**config.mk**
```make
export PLATFORM = sky130hd
export DESIGN_NAME = spi_ctrl_status
export DESIGN_NICKNAME = d
export VERILOG_FILES = /design/src/spi_ctrl_status.v
export VERILOG_INCLUDE_DIRS = /design/src
export SDC_FILE = /design/constraint.sdc
export NUM_CORES = 1
export LEC_CHECK = 0
export BUFFER_PORTS_ARGS = -buffer_cell sky130_fd_sc_hd__buf_2
export CAP_MARGIN = 20
export CORE_MARGIN = 2
export CORE_UTILIZATION = 55
export CTS_CLUSTER_SIZE = 12
export DETAILED_ROUTE_END_ITERATION = 6
export MAX_ROUTING_LAYER = met4
export PLACE_DENSITY = 0.86
export SLEW_MARGIN = 10
export SYNTH_ARGS = -nofsm -noshare
export SYNTH_HDL_FRONTEND = slang
export SYNTH_SLANG_ARGS = --single-unit
```
**constraint.sdc**
```tcl
create_clock -name CORE_CLK -period 3 [get_ports CORE_CLK]
set_input_delay 0.15 -clock CORE_CLK [delete_from_list [all_inputs] [get_ports CORE_CLK]]
set_output_delay 0.15 -clock CORE_CLK [all_outputs]
set_load 0.01 [all_outputs]
```
**src/spi_ctrl_consts.vh**
```
`ifndef SPI_CTRL_CONSTS_VH
`define SPI_CTRL_CONSTS_VH
// register byte addresses (one aligned word each)
`define ADDR_DATA 12'h000
`define ADDR_CTRL 12'h004
`define ADDR_CSR 12'h008
`define ADDR_WAKE 12'h00c
// control field positions
`define CTRL_IRQ_EN 7
`define CTRL_PIN_EN 6
`define CTRL_RATE_HALF 5
`define CTRL_MASTER 4
`define CTRL_IDLE_LVL 3
`define CTRL_PHASE 2
`define CTRL_RATE_HI 1
`define CTRL_RATE_LO 0
// status field positions
`define CSR_DONE 7
`define CSR_WRITE_COLLISION_FLAG 6
`define CSR_OVR 5
`define CSR_MASTER_FAULT_FLAG 4
`define CSR_SOD 2
`define CSR_SSM 1
`define CSR_SSI 0
// reset values
`define CTRL_RESET 8'h00
`define CSR_RESET 8'h00
// bits per transfer
`define XFER_BITS 4'h8
`endif

```
**src/spi_ctrl_status.v**
```verilog
// Summary of operation
// all events share one gated interrupt output; the write collision flag does not drive IRQ here
// done, fault, overrun wake wait; done wakes halt
// irq enable gates done, fault, overrun requests
// pin enable; cleared by master select fault
// master select; cleared by select fault
// idle level of serial clock
// capture phase first or second edge
// master clock divider 4 to 128
// divider bits ignored in slave mode
// done set at end; status then data clears
// data writes ignored while done pending
// collision flag on write during transfer
// overrun when byte lands with done set
// fault flag; status access then control write
// reserved status bit written as zero
// output disable kills data output pin
// soft select replaces external select pin
// soft select level zero selects slave
// both ends use same polarity and phase
// disable port before changing polarity
// control status resets to zero
// overrun keeps first byte, later lost
// fault blocks setting enable and master
// master data write starts one byte
// eight bits, buffer loaded on last edge
//
// Our own choices: the address map and the APB register port.
`include "spi_ctrl_consts.vh"
`timescale 1ns/10ps
`default_nettype none
module spi_ctrl_status (
    // clock and reset
    input wire CORE_CLK,
    input wire RST_B,
    // apb slave
    input wire PSEL,
    input wire PENABLE,
    input wire PWRITE,
    input wire [11:0] PADDR,
    input wire [31:0] PWDATA,
    output reg [31:0] PRDATA,
    output reg PREADY,
    output reg PSLVERR,
    // cpu interrupt mask and power state
    input wire IRQ_MASK,
    output reg IRQ,
    output reg WAKE_WAIT,
    output reg WAKE_HALT,
    // serial clock pin
    input wire SCK_I,
    output reg SCK_O,
    output reg SCK_OE,
    // controller-out data pin
    input wire MOSI_I,
    output reg MOSI_O,
    output reg MOSI_OE,
    // peripheral-out data pin
    input wire MISO_I,
    output reg MISO_O,
    output reg MISO_OE,
    // slave select pin, input only
    input wire SS_B_I
);
    localparam ST_IDLE = 1'b0;
    localparam ST_RUN = 1'b1;

    reg [7:0] ctrl_q;
    reg done_q;
    reg write_collision_flag_q;
    reg ovr_q;
    reg master_fault_flag_q;
    reg sod_q;
    reg ssm_q;
    reg ssi_q;
    reg csr_seen_q;
    reg master_fault_flag_seen_q;
    reg [7:0] shift_q;
    reg [7:0] rxbuf_q;
    // receive bits gather apart from the launch register
    reg [7:0] rx_q;
    // phase 1 must not shift on its first leading edge
    reg tx_first_q;
    reg state_q;
    reg [3:0] bits_q;
    reg [6:0] div_q;
    reg sck_int_q, half_q;
    reg [2:0] sck_s_q, mosi_s_q, miso_s_q, ss_s_q;
    reg busy_rx_q;

    // three-stage pin synchronisers; compare stages 2 and 3 only
    reg sck_f_q, mosi_f_q, miso_f_q, ss_f_q;
    always @(posedge CORE_CLK) begin
        if (!RST_B) begin
            sck_s_q <= 3'h0;
            mosi_s_q <= 3'h0;
            miso_s_q <= 3'h0;
            ss_s_q <= 3'h7;
            sck_f_q <= 1'b0;
            mosi_f_q <= 1'b0;
            miso_f_q <= 1'b0;
            ss_f_q <= 1'b1;
        end else begin
            sck_s_q <= {sck_s_q[1:0], SCK_I};
            mosi_s_q <= {mosi_s_q[1:0], MOSI_I};
            miso_s_q <= {miso_s_q[1:0], MISO_I};
            ss_s_q <= {ss_s_q[1:0], SS_B_I};
            if (sck_s_q[1] == sck_s_q[2]) sck_f_q <= sck_s_q[2];
            if (mosi_s_q[1] == mosi_s_q[2]) mosi_f_q <= mosi_s_q[2];
            if (miso_s_q[1] == miso_s_q[2]) miso_f_q <= miso_s_q[2];
            if (ss_s_q[1] == ss_s_q[2]) ss_f_q <= ss_s_q[2];
        end
    end

    wire en = ctrl_q[`CTRL_PIN_EN];
    wire master = ctrl_q[`CTRL_MASTER];
    wire clock_idle_level = ctrl_q[`CTRL_IDLE_LVL];
    wire clock_capture_phase = ctrl_q[`CTRL_PHASE];
    wire sel_b = ssm_q ? ssi_q : ss_f_q;

    // half period of sck in core cycles, minus one
    function [6:0] half_div;
        input [2:0] code;
        begin
            case (code)
                3'b100: half_div = 7'd1;
                3'b000: half_div = 7'd3;
                3'b001: half_div = 7'd7;
                3'b110: half_div = 7'd15;
                3'b010: half_div = 7'd31;
                3'b011: half_div = 7'd63;
                default: half_div = 7'd63;
            endcase
        end
    endfunction
    wire [6:0] half_lim = half_div({ctrl_q[`CTRL_RATE_HALF], ctrl_q[1:0]});

    // apb decode; one wait state
    // only the first access edge counts; the ready edge must not repeat a write
    wire acc = PSEL && PENABLE && !PREADY;
    wire wr = acc && PWRITE;
    wire rd = acc && !PWRITE;
    wire hit_data = PADDR == `ADDR_DATA;
    wire hit_ctrl = PADDR == `ADDR_CTRL;
    wire hit_csr = PADDR == `ADDR_CSR;
    wire hit_wake = PADDR == `ADDR_WAKE;
    wire mapped = hit_data | hit_ctrl | hit_csr | hit_wake;
    wire data_wr = wr && hit_data;
    wire data_rd = rd && hit_data;
    wire csr_acc = acc && hit_csr;
    wire ctrl_wr = wr && hit_ctrl;
    wire [7:0] csr_val = {done_q, write_collision_flag_q, ovr_q, master_fault_flag_q, 1'b0, sod_q, ssm_q, ssi_q};

    // slave-side edge tracking of synchronised sck
    reg sck_prev_q;
    wire sck_rise = sck_f_q && !sck_prev_q;
    wire sck_fall = !sck_f_q && sck_prev_q;
    // with clock_idle_level, leading edge is a fall; capture on leading when clock_capture_phase=0
    wire lead = clock_idle_level ? sck_fall : sck_rise;
    wire trail = clock_idle_level ? sck_rise : sck_fall;
    wire s_cap = (clock_capture_phase ? trail : lead) && en && !master && !sel_b;
    wire s_shf = (clock_capture_phase ? lead : trail) && en && !master && !sel_b;

    // master engine events
    wire m_tick = state_q == ST_RUN && div_q == half_lim;
    wire m_cap = m_tick && (half_q == clock_capture_phase);
    wire m_shf = m_tick && (half_q != clock_capture_phase);
    wire rx_bit = master ? miso_f_q : mosi_f_q;
    wire cap = master ? m_cap : s_cap;
    wire shf = master ? m_shf : s_shf;
    wire last = cap && bits_q == `XFER_BITS - 4'h1;
    wire busy = master ? (state_q == ST_RUN) : busy_rx_q;
    wire fault = en && master && !sel_b;
    wire wr_ok = data_wr && !done_q && !busy;

    always @(posedge CORE_CLK) begin
        if (!RST_B) begin
            ctrl_q <= `CTRL_RESET;
            done_q <= 1'b0;
            write_collision_flag_q <= 1'b0;
            ovr_q <= 1'b0;
            master_fault_flag_q <= 1'b0;
            sod_q <= 1'b0;
            ssm_q <= 1'b0;
            ssi_q <= 1'b0;
            rx_q <= 8'h00;
            tx_first_q <= 1'b1;
            csr_seen_q <= 1'b0;
            master_fault_flag_seen_q <= 1'b0;
            shift_q <= 8'h00;
            rxbuf_q <= 8'h00;
            state_q <= ST_IDLE;
            bits_q <= 4'h0;
            div_q <= 7'h00;
            half_q <= 1'b0;
            sck_int_q <= 1'b0;
            sck_prev_q <= 1'b0;
            busy_rx_q <= 1'b0;
        end else begin
            sck_prev_q <= sck_f_q;
            // status access arms the done / collision clear
            if (csr_acc) csr_seen_q <= 1'b1;
            else if (data_wr || data_rd) csr_seen_q <= 1'b0;
            if (csr_acc && master_fault_flag_q) master_fault_flag_seen_q <= 1'b1;
            else if (ctrl_wr) master_fault_flag_seen_q <= 1'b0;
            if (wr && hit_csr) begin
                // reserved bit 3 ignored; software keeps it zero
                sod_q <= PWDATA[`CSR_SOD];
                ssm_q <= PWDATA[`CSR_SSM];
                ssi_q <= PWDATA[`CSR_SSI];
            end
            if (ctrl_wr) begin
                ctrl_q <= PWDATA[7:0];
                if (master_fault_flag_q && !master_fault_flag_seen_q) begin
                    ctrl_q[`CTRL_PIN_EN] <= PWDATA[`CTRL_PIN_EN] & en;
                    ctrl_q[`CTRL_MASTER] <= PWDATA[`CTRL_MASTER] & master;
                end
            end
            // clears first; hardware sets below win
            if (csr_seen_q && (data_wr || data_rd)) done_q <= 1'b0;
            if (csr_seen_q && data_rd) write_collision_flag_q <= 1'b0;
            if (csr_acc && !PWRITE) ovr_q <= 1'b0;
            if (master_fault_flag_seen_q && ctrl_wr) master_fault_flag_q <= 1'b0;
            if (data_wr && busy) write_collision_flag_q <= 1'b1;
            if (fault) begin
                master_fault_flag_q <= 1'b1;
                ctrl_q[`CTRL_PIN_EN] <= 1'b0;
                ctrl_q[`CTRL_MASTER] <= 1'b0;
                state_q <= ST_IDLE;
            end
            // shift engine
            if (wr_ok) begin
                shift_q <= PWDATA[7:0];
                bits_q <= 4'h0;
                tx_first_q <= 1'b1;
                if (master && en && !fault) begin
                    state_q <= ST_RUN;
                    div_q <= 7'h00;
                    half_q <= 1'b0;
                end
            end
            if (m_tick) begin
                div_q <= 7'h00;
                half_q <= ~half_q;
                sck_int_q <= ~sck_int_q;
            end else if (state_q == ST_RUN) begin
                div_q <= div_q + 7'h01;
            end
            if (s_cap || s_shf) busy_rx_q <= 1'b1;
            if (!master && sel_b) begin
                bits_q <= 4'h0;
                busy_rx_q <= 1'b0;
                tx_first_q <= 1'b1;
            end
            // capture and launch kept apart so data never moves on the sampling edge
            if (cap) begin
                rx_q <= {rx_q[6:0], rx_bit};
                bits_q <= bits_q + 4'h1;
            end
            if (shf) begin
                tx_first_q <= 1'b0;
                if (!(clock_capture_phase && tx_first_q)) shift_q <= {shift_q[6:0], 1'b0};
            end
            if (last) begin
                bits_q <= 4'h0;
                busy_rx_q <= 1'b0;
                done_q <= 1'b1;
                // a byte landing with done still set is dropped
                if (done_q && !(csr_seen_q && (data_wr || data_rd))) begin
                    ovr_q <= 1'b1;
                end else begin
                    rxbuf_q <= {rx_q[6:0], rx_bit};
                end
                if (master) state_q <= ST_IDLE;
            end
            if (state_q == ST_IDLE && !m_tick) begin
                sck_int_q <= 1'b0;
                half_q <= 1'b0;
            end
        end
    end

    // output pins and apb answer, all registered
    wire drive_out = en && !sod_q;
    always @(posedge CORE_CLK) begin
        if (!RST_B) begin
            PRDATA <= 32'h00000000;
            PREADY <= 1'b0;
            PSLVERR <= 1'b0;
            IRQ <= 1'b0;
            WAKE_WAIT <= 1'b0;
            WAKE_HALT <= 1'b0;
            SCK_O <= 1'b0;
            SCK_OE <= 1'b0;
            MOSI_O <= 1'b0;
            MOSI_OE <= 1'b0;
            MISO_O <= 1'b0;
            MISO_OE <= 1'b0;
        end else begin
            // answer in the access cycle's next edge: one wait state
            PREADY <= PSEL && PENABLE && !PREADY;
            PSLVERR <= PSEL && PENABLE && !PREADY && !mapped;
            PRDATA <= 32'h00000000;
            if (PSEL && !PWRITE) begin
                if (hit_data) PRDATA <= {24'h000000, rxbuf_q};
                if (hit_ctrl) PRDATA <= {24'h000000, ctrl_q};
                if (hit_csr) PRDATA <= {24'h000000, csr_val};
                if (hit_wake) PRDATA <= {30'h00000000, WAKE_HALT, WAKE_WAIT};
            end
            IRQ <= ctrl_q[`CTRL_IRQ_EN] && !IRQ_MASK && (done_q || master_fault_flag_q || ovr_q);
            WAKE_WAIT <= ctrl_q[`CTRL_IRQ_EN] && (done_q || master_fault_flag_q || ovr_q);
            WAKE_HALT <= ctrl_q[`CTRL_IRQ_EN] && done_q;
            SCK_O <= clock_idle_level ^ sck_int_q;
            SCK_OE <= en && master;
            MOSI_O <= shift_q[7];
            MOSI_OE <= drive_out && master;
            MISO_O <= shift_q[7];
            MISO_OE <= drive_out && !master && !sel_b;
        end
    end
endmodule
`default_nettype wire

```
# After elaboration in Yosys (flattened, before gate mapping)
# Index checks and enable logic that the tools add are counted.
word_totals:
  input_bits: 54
  reg_bits: 115
  out_inout_bits: 43
  wordCells: 213
op_classes:
  reduce_logical: 91
  n_eq_ne: 15
  bitwise: 12
  n_mux: 49
  add_sub_neg: 2
op_table:
  columns: ["op", "n"]
  rows:
  - ["$mux W8", 6]
  - ["$logic_and A1 B1 Y1", 47]
  - ["$mux W1", 35]
  - ["$pmux W6 S5", 1]
  - ["$eq A12 B4 Y1 const B", 2]
  - ["$mux W7", 3]
  - ["$reduce_bool A2 Y1", 9]
  - ["$logic_not A1 Y1", 15]
  - ["$eq A12 B3 Y1 const B", 1]
  - ["$logic_not A12 Y1", 1]
  - ["$mux W4", 3]
  - ["$reduce_and A2 Y1", 4]
  - ["$reduce_or A2 Y1", 4]
  - ["$add A7 B1 Y7 const B", 1]
  - ["$eq A7 B7 Y1", 1]
  - ["$eq A3 B3 Y1 const B", 2]
  - ["$not A1 Y1", 6]
  - ["$reduce_bool A3 Y1", 2]
  - ["$reduce_or A3 Y1", 2]
  - ["$eq A1 B1 Y1", 5]
  - ["$reduce_or A5 Y1", 1]
  - ["$add A4 B1 Y4 const B", 1]
  - ["$eq A4 B3 Y1 const B", 1]
  - ["$logic_or A1 B1 Y1", 4]
  - ["other kinds (9)", 12]

# Depth between registers and ports, before layout
# Gate-level depths: netlist (run 1).
depth:
  depth_word: 10
  depth_mapped: 9

# Least setup slack after synthesis (run 1)
# No wires, ideal clock.
synth_timing:
  path_kind: "register to register"
  startpoint: "register div_q[3]"
  endpoint: "register rxbuf_q[0]"
  path_stages_with_launch: 9
  setup_slack_ps: 1076
  required_time_ps: 2928
  arrival_ps: 1852
  path_cell_list: "dfxtp_1 or4_1 o22ai_1 a31o_2 a41o_1 buf_6 and3_4 buf_12 mux2i_1"
synth_between:
  elab_chain_len: 6
synth_lines:
  columns: ["element", "line_no", "text"]
  rows:
  - ["start, declared", "spi_ctrl_status.v:86", "reg [6:0] div_q;"]
  - ["start signal, assigned", "spi_ctrl_status.v:247", "div_q <= div_q + 7'h01;"]
  - ["$eq A7 B7 Y1", "spi_ctrl_status.v:165", "wire m_tick = state_q == ST_RUN && div_q == half_lim;"]
  - ["$logic_and A1 B1 Y1", "spi_ctrl_status.v:165", null]
  - ["$logic_and A1 B1 Y1", "spi_ctrl_status.v:166", "wire m_cap = m_tick && (half_q == clock_capture_phase);"]
  - ["$mux W1", "spi_ctrl_status.v:169", "wire cap = master ? m_cap : s_cap;"]
  - ["$logic_and A1 B1 Y1", "spi_ctrl_status.v:171", "wire last = cap && bits_q == `XFER_BITS - 4'h1;"]
  - ["$reduce_and A2 Y1 (no line)", null, null]
  - ["end signal, assigned", "spi_ctrl_status.v:272", "rxbuf_q <= {rx_q[6:0], rx_bit};"]
  - ["end, declared", "spi_ctrl_status.v:79", "reg [7:0] rxbuf_q;"]
# Every way passes these cells.
# A chain may end at the register's enable or synchronous reset.

# Worst setup path in the final report (run 1)
layout_timing:
  startpoint: "register ctrl_q[5]"
  endpoint: "register rxbuf_q[3]"
layout_between:
  elab_chain_len: 8
  word_cells_on_any_way: 12
  cone_classes: "5 x eq/ne; 2 x mux; 5 x reduce/logical"
layout_lines:
  columns: ["element", "line_no", "text"]
  rows:
  - ["start, declared", "spi_ctrl_status.v:68", "reg [7:0] ctrl_q;"]
  - ["start signal, assigned", "spi_ctrl_status.v:178", "ctrl_q <= `CTRL_RESET;"]
  - ["start signal, assigned", "spi_ctrl_status.v:213", "ctrl_q <= PWDATA[7:0];"]
  - ["start signal, assigned by index", "spi_ctrl_status.v:215", "ctrl_q[`CTRL_PIN_EN] <= PWDATA[`CTRL_PIN_EN] & en;"]
  - ["$eq A3 B2 Y1 (tied with other cells)", "spi_ctrl_status.v:125", "case (code)"]
  - ["$pmux W6 S5 *", "spi_ctrl_status.v:125", null]
  - ["$eq A7 B7 Y1 *", "spi_ctrl_status.v:165", null]
  - ["$logic_and A1 B1 Y1 *", "spi_ctrl_status.v:165", null]
  - ["$logic_and A1 B1 Y1 *", "spi_ctrl_status.v:166", null]
  - ["$mux W1 *", "spi_ctrl_status.v:169", null]
  - ["$logic_and A1 B1 Y1 *", "spi_ctrl_status.v:171", null]
  - ["$reduce_and A2 Y1 (no line) *", null, null]
# Mark *: on every way between the ends. The rest lies on a longest branch, timed or not.

==> impl_metrics.csv, run 1 <==
group,metric,value,unit
die,initial_core_util,56.7,%
worst_setup_path,cp.required,3290,ps
finish,area_growth,9.00,%
clock_tree,ctsHoldBuffers,5,
run,maxCapViolations,0,
logic_synthesis,ys_seq_area_share,44.6,%
detailed_routing,viasPerCell,5.45,
detailed_routing,drtAntennaViolNets,0,
pwr,p_leak,0.00176,uW
detailed_routing,drc,0,
pwr,total_power,2030,uW
worst_setup_path,cp-start-kind,"register",
worst_setup_path,endpoint_kind,"register",
clock_tree,cts_sinks,91,
worst_setup_path,cp_max_fo,12,
sta,fin_skew,11.8,ps
min_path,hold_path.class,"input pin to register",
detailed_routing,drtIter0Drc,213,
clock_tree,cts_buffer_depth,2,
logic_synthesis,syn_area_per_cell,9.15,sq um
sta,period_minus_slack,2380,ps
detailed_routing,drt_wl_total,8550,um
clock_tree,cts-resized-gates,0,
sta,relSlewSlack,40.0,%
die,pin_count,97,
sta,fin_crit_sh,79.3,%
sta,layout_setup_ws,622,ps
clock_tree,cts_tree,"done",
detailed_routing,vias,3253,
clock_tree,cts_buffers,9,
finish,layout-drive-gt1-share,17.3,%
worst_setup_path,ff2ff_path_depth,6,
logic_synthesis,yosys_register_bits,91,
logic_synthesis,synth_ff_type,"dfxtp_1",
worst_setup_path,worstSetupPathType,"register to register",
place,dp_hpwl,6090,um
sta,rsz0062_at_grt,"no",
die,die_y,90.2,um
finish,finalNonFillerCells,597,
die,fp.dieW,90.2,um
sta,tightest_slew,898,ps
grt,grt_usage,22.1,%
logic_synthesis,syn-cell-area,0.00409,sq mm
sta,slew_viol_final,0,
worst_setup_path,cp.arrival,2660,ps
logic_synthesis,yosysMostFrequentCell,"dfxtp_1",
grt,overflow,0,
clock_tree,clock_latency,370,ps
detailed_routing,avgRoutedWirePerCell,14.3,um
sta,setup_viol,0,
grt,grt_pass1_vias,3010,
pwr,power_density,456,mW/mm^2
die,coreArea,0.00721,sq mm
logic_synthesis,netlist_top_cells_area,"dfxtp_1 45%, mux2i_1 9.3%, buf_4 4.8%",
finish,final_nets,549,
finish,regArea,0.00182,sq mm
die,dieArea,0.00814,sq mm
min_path,holdPathStages,3,
sta,max_freq,0.420,GHz
die,rows,31,
logic_synthesis,syn_inst,447,
logic_synthesis,ys_warn_count,0,
place,placed_cell_area,0.00424,sq mm
logic_synthesis,synth_top_area_share,44.6,%
logic_synthesis,synth_common_cells,"91 x dfxtp_1, 48 x nand2_1, 42 x nor2_1, 38 x mux2i_1, 29 x a21oi_1",
clock_tree,cts_root_buffer,"clkbuf_8",
pwr,irDropWorstVdd,0.229,mV
logic_synthesis,yosysTopAreaCell,"dfxtp_1",
logic_synthesis,synth_edf_count,0,
grt,grt_pass1_wl,14000,um
clock_tree,path_clk_slew,90,ps
clock_tree,cts_htree_levels,3,
run_status,status,"finished, final reports clean",
sta,setup_tns,0,ps
finish,diodes,0,
place,io_buffers,48,
clock_tree,cts_setup_buffers,0,
finish,multi_input_area,0.00197,sq mm
grt,antenna_found_initial,0,
logic_synthesis,async_reset_ff_share,0,%
finish,fin_area,0.00446,sq mm
detailed_routing,dr.pass1.iters,5,
logic_synthesis,yosysUniqueCellTypes,62,
place,globalplace.congestion,0.907,
finish,nFillCells,627,
grt,grt_start_max_net_pins,51,
place,dp_worst_setup_slack,614,ps
sta,hold_viol,0,
place,placed_cells,576,
-- per-layer routing --
metal	GRT usage, %	share of wire, %
met1	26.5	43
met2	36.2	49
met5	-	0
met4	7.69	1.7
met3	5.62	6.5
-- power breakdown --
part / internal (uW) / switching (uW) / total (uW)
registers: 1210 / 2.42 / 1220
logic: 30.5 / 60.3 / 90.9
clock network: 296 / 428 / 724
total: 1540 / 491 / 2030
-- stage by stage --
| stage | utilization (%) | hold WS (ps) |
|---|---|---|
| detailed placement | 58.7 | 323 |
| finish | 61.8 | 43.9 |
| global route | 61.8 | 37.6 |
| CTS | 61.8 | 43.4 |
| floorplan | - | 222 |
| global placement | 58.7 | 307 |
-- kinds of logic after synthesis --
| family | after synthesis | synth area share [%] |
|---|---|---|
| xor+xnor | 7 | 1.68 |
| compound gates | 86 | 13.1 |
| other cells | 1 | 0.0917 |
| buf+inv | 57 | 9.39 |
| simple gates | 162 | 20.1 |
| flops | 91 | 44.6 |
| fa+ha+maj | 2 | 0.612 |
| mux | 41 | 10.4 |
-- flip-flops by register name, summed over array words and instances, names as in the netlist, 3 cells and up --
signal,count
PRDATA,8
ctrl_q,8
rxbuf_q,8
shift_q,8
div_q,7
rx_q,7
bits_q,4
miso_s_q,3
mosi_s_q,3
sck_s_q,3
ss_s_q,3
-- critical path, cell delays in order (launching register included) --
cell,delay (ps)
dfxtp_1,440
nor3b_2,240
xnor2_1,120
nor4_4,400
a41o_1,510
and3_4,380
mux2i_1,230
-- final timing paths --
kind	start	to	slack [ps]
worst max-delay path	ctrl_q[5]	rxbuf_q[3]	620
worst min-delay path	PWDATA[7]	ctrl_q[7]	40
worst max register to register	ctrl_q[5]	rxbuf_q[3]	620
worst min register to register	ss_s_q[0]	ss_s_q[1]	410
-- placed cells by master (no fill, tap or decap), types with 5 or more instances in the layout --
cell and n:
nor2_1 42, dlygate4sd3_1 5, buf_4 6, nand2b_1 7, mux2i_1 38, a211o_1 7, dfxtp_1 91, nand2_1 48
and2_1 12, nand3_1 7, xnor2_1 5, buf_2 48, clkbuf_8 9, nand3b_1 5, conb_1 24, nor3_1 6
a21oi_1 29, o21ai_0 25, inv_1 10, nor2b_1 8, nor4_1 5
-- area by class of cell --
| class | instances | area share (%) |
|---|---|---|
| clock buffer | 9 | 2.78 |
| multi-input combinational | 322 | 44.2 |
| timing repair buffer | 59 | 7.52 |
| tap | 99 | 2.78 |
| sequential | 91 | 40.9 |
| inverter | 10 | 0.842 |
| clock inverter | 7 | 1.01 |
Power figures use the tool's default switching activity.
==> inputs of run 2 (changes only) <==
- CORE_UTILIZATION: 55 -> 53
- PLACE_DENSITY: 0.86 -> 0.83
- clock period: 3 -> 2.5 ns (I/O delays scaled with it)
==> run 2 against run 1 <==
Against the previous run: utilization is 2.6 points lower; register-to-register slack worse by 340 ps; combinational power is 20% higher; worst hold slack worse by 12 ps; total power is 20% higher; global-route usage is 1.4 points lower; fmax is 7.3% higher; routed wire length is 2.3% lower; clock power is 20% higher; critical endpoint is now rxbuf_q[5].
==> impl_metrics.csv, run 2 (synthesis results as in run 1) <==
group,metric,value,unit
run_status,status,"finished, final reports clean",
sta,setup_viol,0,
clock_tree,cts_buffer_depth,2,
sta,max_freq,0.451,GHz
clock_tree,cts_sinks,91,
sta,tightest_slew,695,ps
die,die_y,91.8,um
detailed_routing,drc,0,
clock_tree,cts_setup_buffers,0,
place,io_buffers,48,
worst_setup_path,worstPathCellList,"or4_1 > o22ai_1 > a31o_2 > a41o_2 > and3_4 > mux2i_1",
sta,setup_tns,0,ps
detailed_routing,viasPerCell,5.34,
min_path,hold_path.class,"input pin to register",
place,dp_hpwl,6150,um
finish,final_nets,554,
detailed_routing,drtAntennaViolNets,0,
detailed_routing,dr.pass1.iters,5,
worst_setup_path,slowest_stage,"or4_1",
clock_tree,cts_buffers,9,
die,coreArea,0.00761,sq mm
worst_setup_path,cp_max_fo,13,
sta,slew_viol_final,0,
worst_setup_path,endpoint_kind,"register",
grt,grt_pass1_wl,13400,um
sta,relSlewSlack,53.6,%
clock_tree,cts_htree_levels,3,
detailed_routing,drtIter0Drc,140,
pwr,total_power,2440,uW
die,initial_core_util,53.8,%
grt,grt_usage,20.7,%
die,pin_count,97,
pwr,irDropWorstVdd,0.232,mV
place,globalplace.congestion,0.909,
sta,period_minus_slack,2220,ps
finish,area_growth,10.0,%
clock_tree,clock_latency,360,ps
pwr,p_leak,0.00179,uW
sta,fin_crit_sh,88.6,%
run,maxCapViolations,0,
grt,grt_pass1_vias,2948,
clock_tree,cts_tree,"done",
pwr,power_density,542,mW/mm^2
die,dieArea,0.00843,sq mm
worst_setup_path,cp-start-kind,"register",
grt,overflow,0,
finish,final_common_cell,"dfxtp_1",
grt,antenna_found_initial,0,
sta,hold_viol,0,
worst_setup_path,cp.required,2780,ps
worst_setup_path,cp.arrival,2500,ps
finish,diodes,0,
detailed_routing,vias,3228,
grt,grt_start_max_net_pins,49,
clock_tree,cts_root_buffer,"clkbuf_8",
finish,layout_common_cells,"91 x dfxtp_1, 48 x nand2_1, 48 x buf_2",
detailed_routing,avgRoutedWirePerCell,13.8,um
sta,rsz0062_at_grt,"no",
worst_setup_path,crit_path_max_incr_delay,550,ps
worst_setup_path,worstSetupPathType,"register to register",
clock_tree,path_clk_slew,90,ps
finish,layout-drive-gt1-share,18.1,%
sta,fin_skew,7.77,ps
detailed_routing,drt_wl_total,8350,um
die,fp.dieW,91.8,um
die,rows,32,
==> run 2: cell count changes in the layout (fill, tap and decap cells not counted), sizes merged <==
| cell | previous run | this run |
|---|---|---|
| buf | 54 | 59 |
| clkinvlp | 4 | 1 |
| inv | 10 | 12 |
| clkbuf | 9 | 10 |
==> run 2: worst max-delay path: cells and delay by family, from the launching register on <==
family | cells | cell delay (ps)
compound gates | 3 | 670
flops | 1 | 370
simple gates | 2 | 870
mux | 1 | 220
==> run 2: per-layer routing <==
| metal | part of all wire, % | global-route usage (%) | up-vias |
|---|---|---|---|
| met5 | 0 | - | - |
| met4 | 3.2 | 8.58 | 0 |
| met3 | 6.1 | 6.82 | 22 |
| met2 | 46 | 32.3 | 114 |
| met1 | 44 | 24.7 | 1489 |
| li1 | - | - | 1603 |
==> run 2: stage by stage <==
step / instance area [sq um] / hold slack, ps / setup WS (ps) / utilization (%) / std cells
floorplan: 4180 / 197 / 576 / - / 470
global placement: 4280 / 282 / 285 / 56.3 / 584
detailed placement: 4280 / 294 / 152 / 56.3 / 584
CTS: 4500 / 10.2 / 110 / 59.1 / 605
global route: 4500 / 9.84 / 122 / 59.1 / 605
finish: 4500 / 32.0 / 284 / 59.1 / 605
==> run 2: timing repair <==
action / CTS / global route
setup endpoints to repair: 0 / 7
endpoints found under the hold margin: 5 / 0
hold buffers: 5 / 0
gates resized for setup: 0 / 1
==> run 2: worst paths after layout <==
path / from / to / slack [ps] / depth (start not counted)
max: div_q[2] / rxbuf_q[5] / 280 / 6
min: PWDATA[7] / ctrl_q[7] / 30 / 3
max reg2reg: div_q[2] / rxbuf_q[5] / 280 / 6
min reg2reg: ss_s_q[0] / ss_s_q[1] / 410 / 1
==> run 2: final cells by class <==
type                            count  area (sq um)
Clock buffer                       10           128
Fill cell                         651          3110
Inverter                           10          37.5
Sequential cell                    91          1820
Timing Repair Buffer               64           373
Tap cell                          102           128
Clock inverter                      6          40.0
Multi-Input combinational cell    322          1970
==> run 2: power by group <==
group,switching [uW],internal [uW]
Combinational,71.5,37.6
Sequential,2.93,1460
Clock,505,363
Total,580,1860
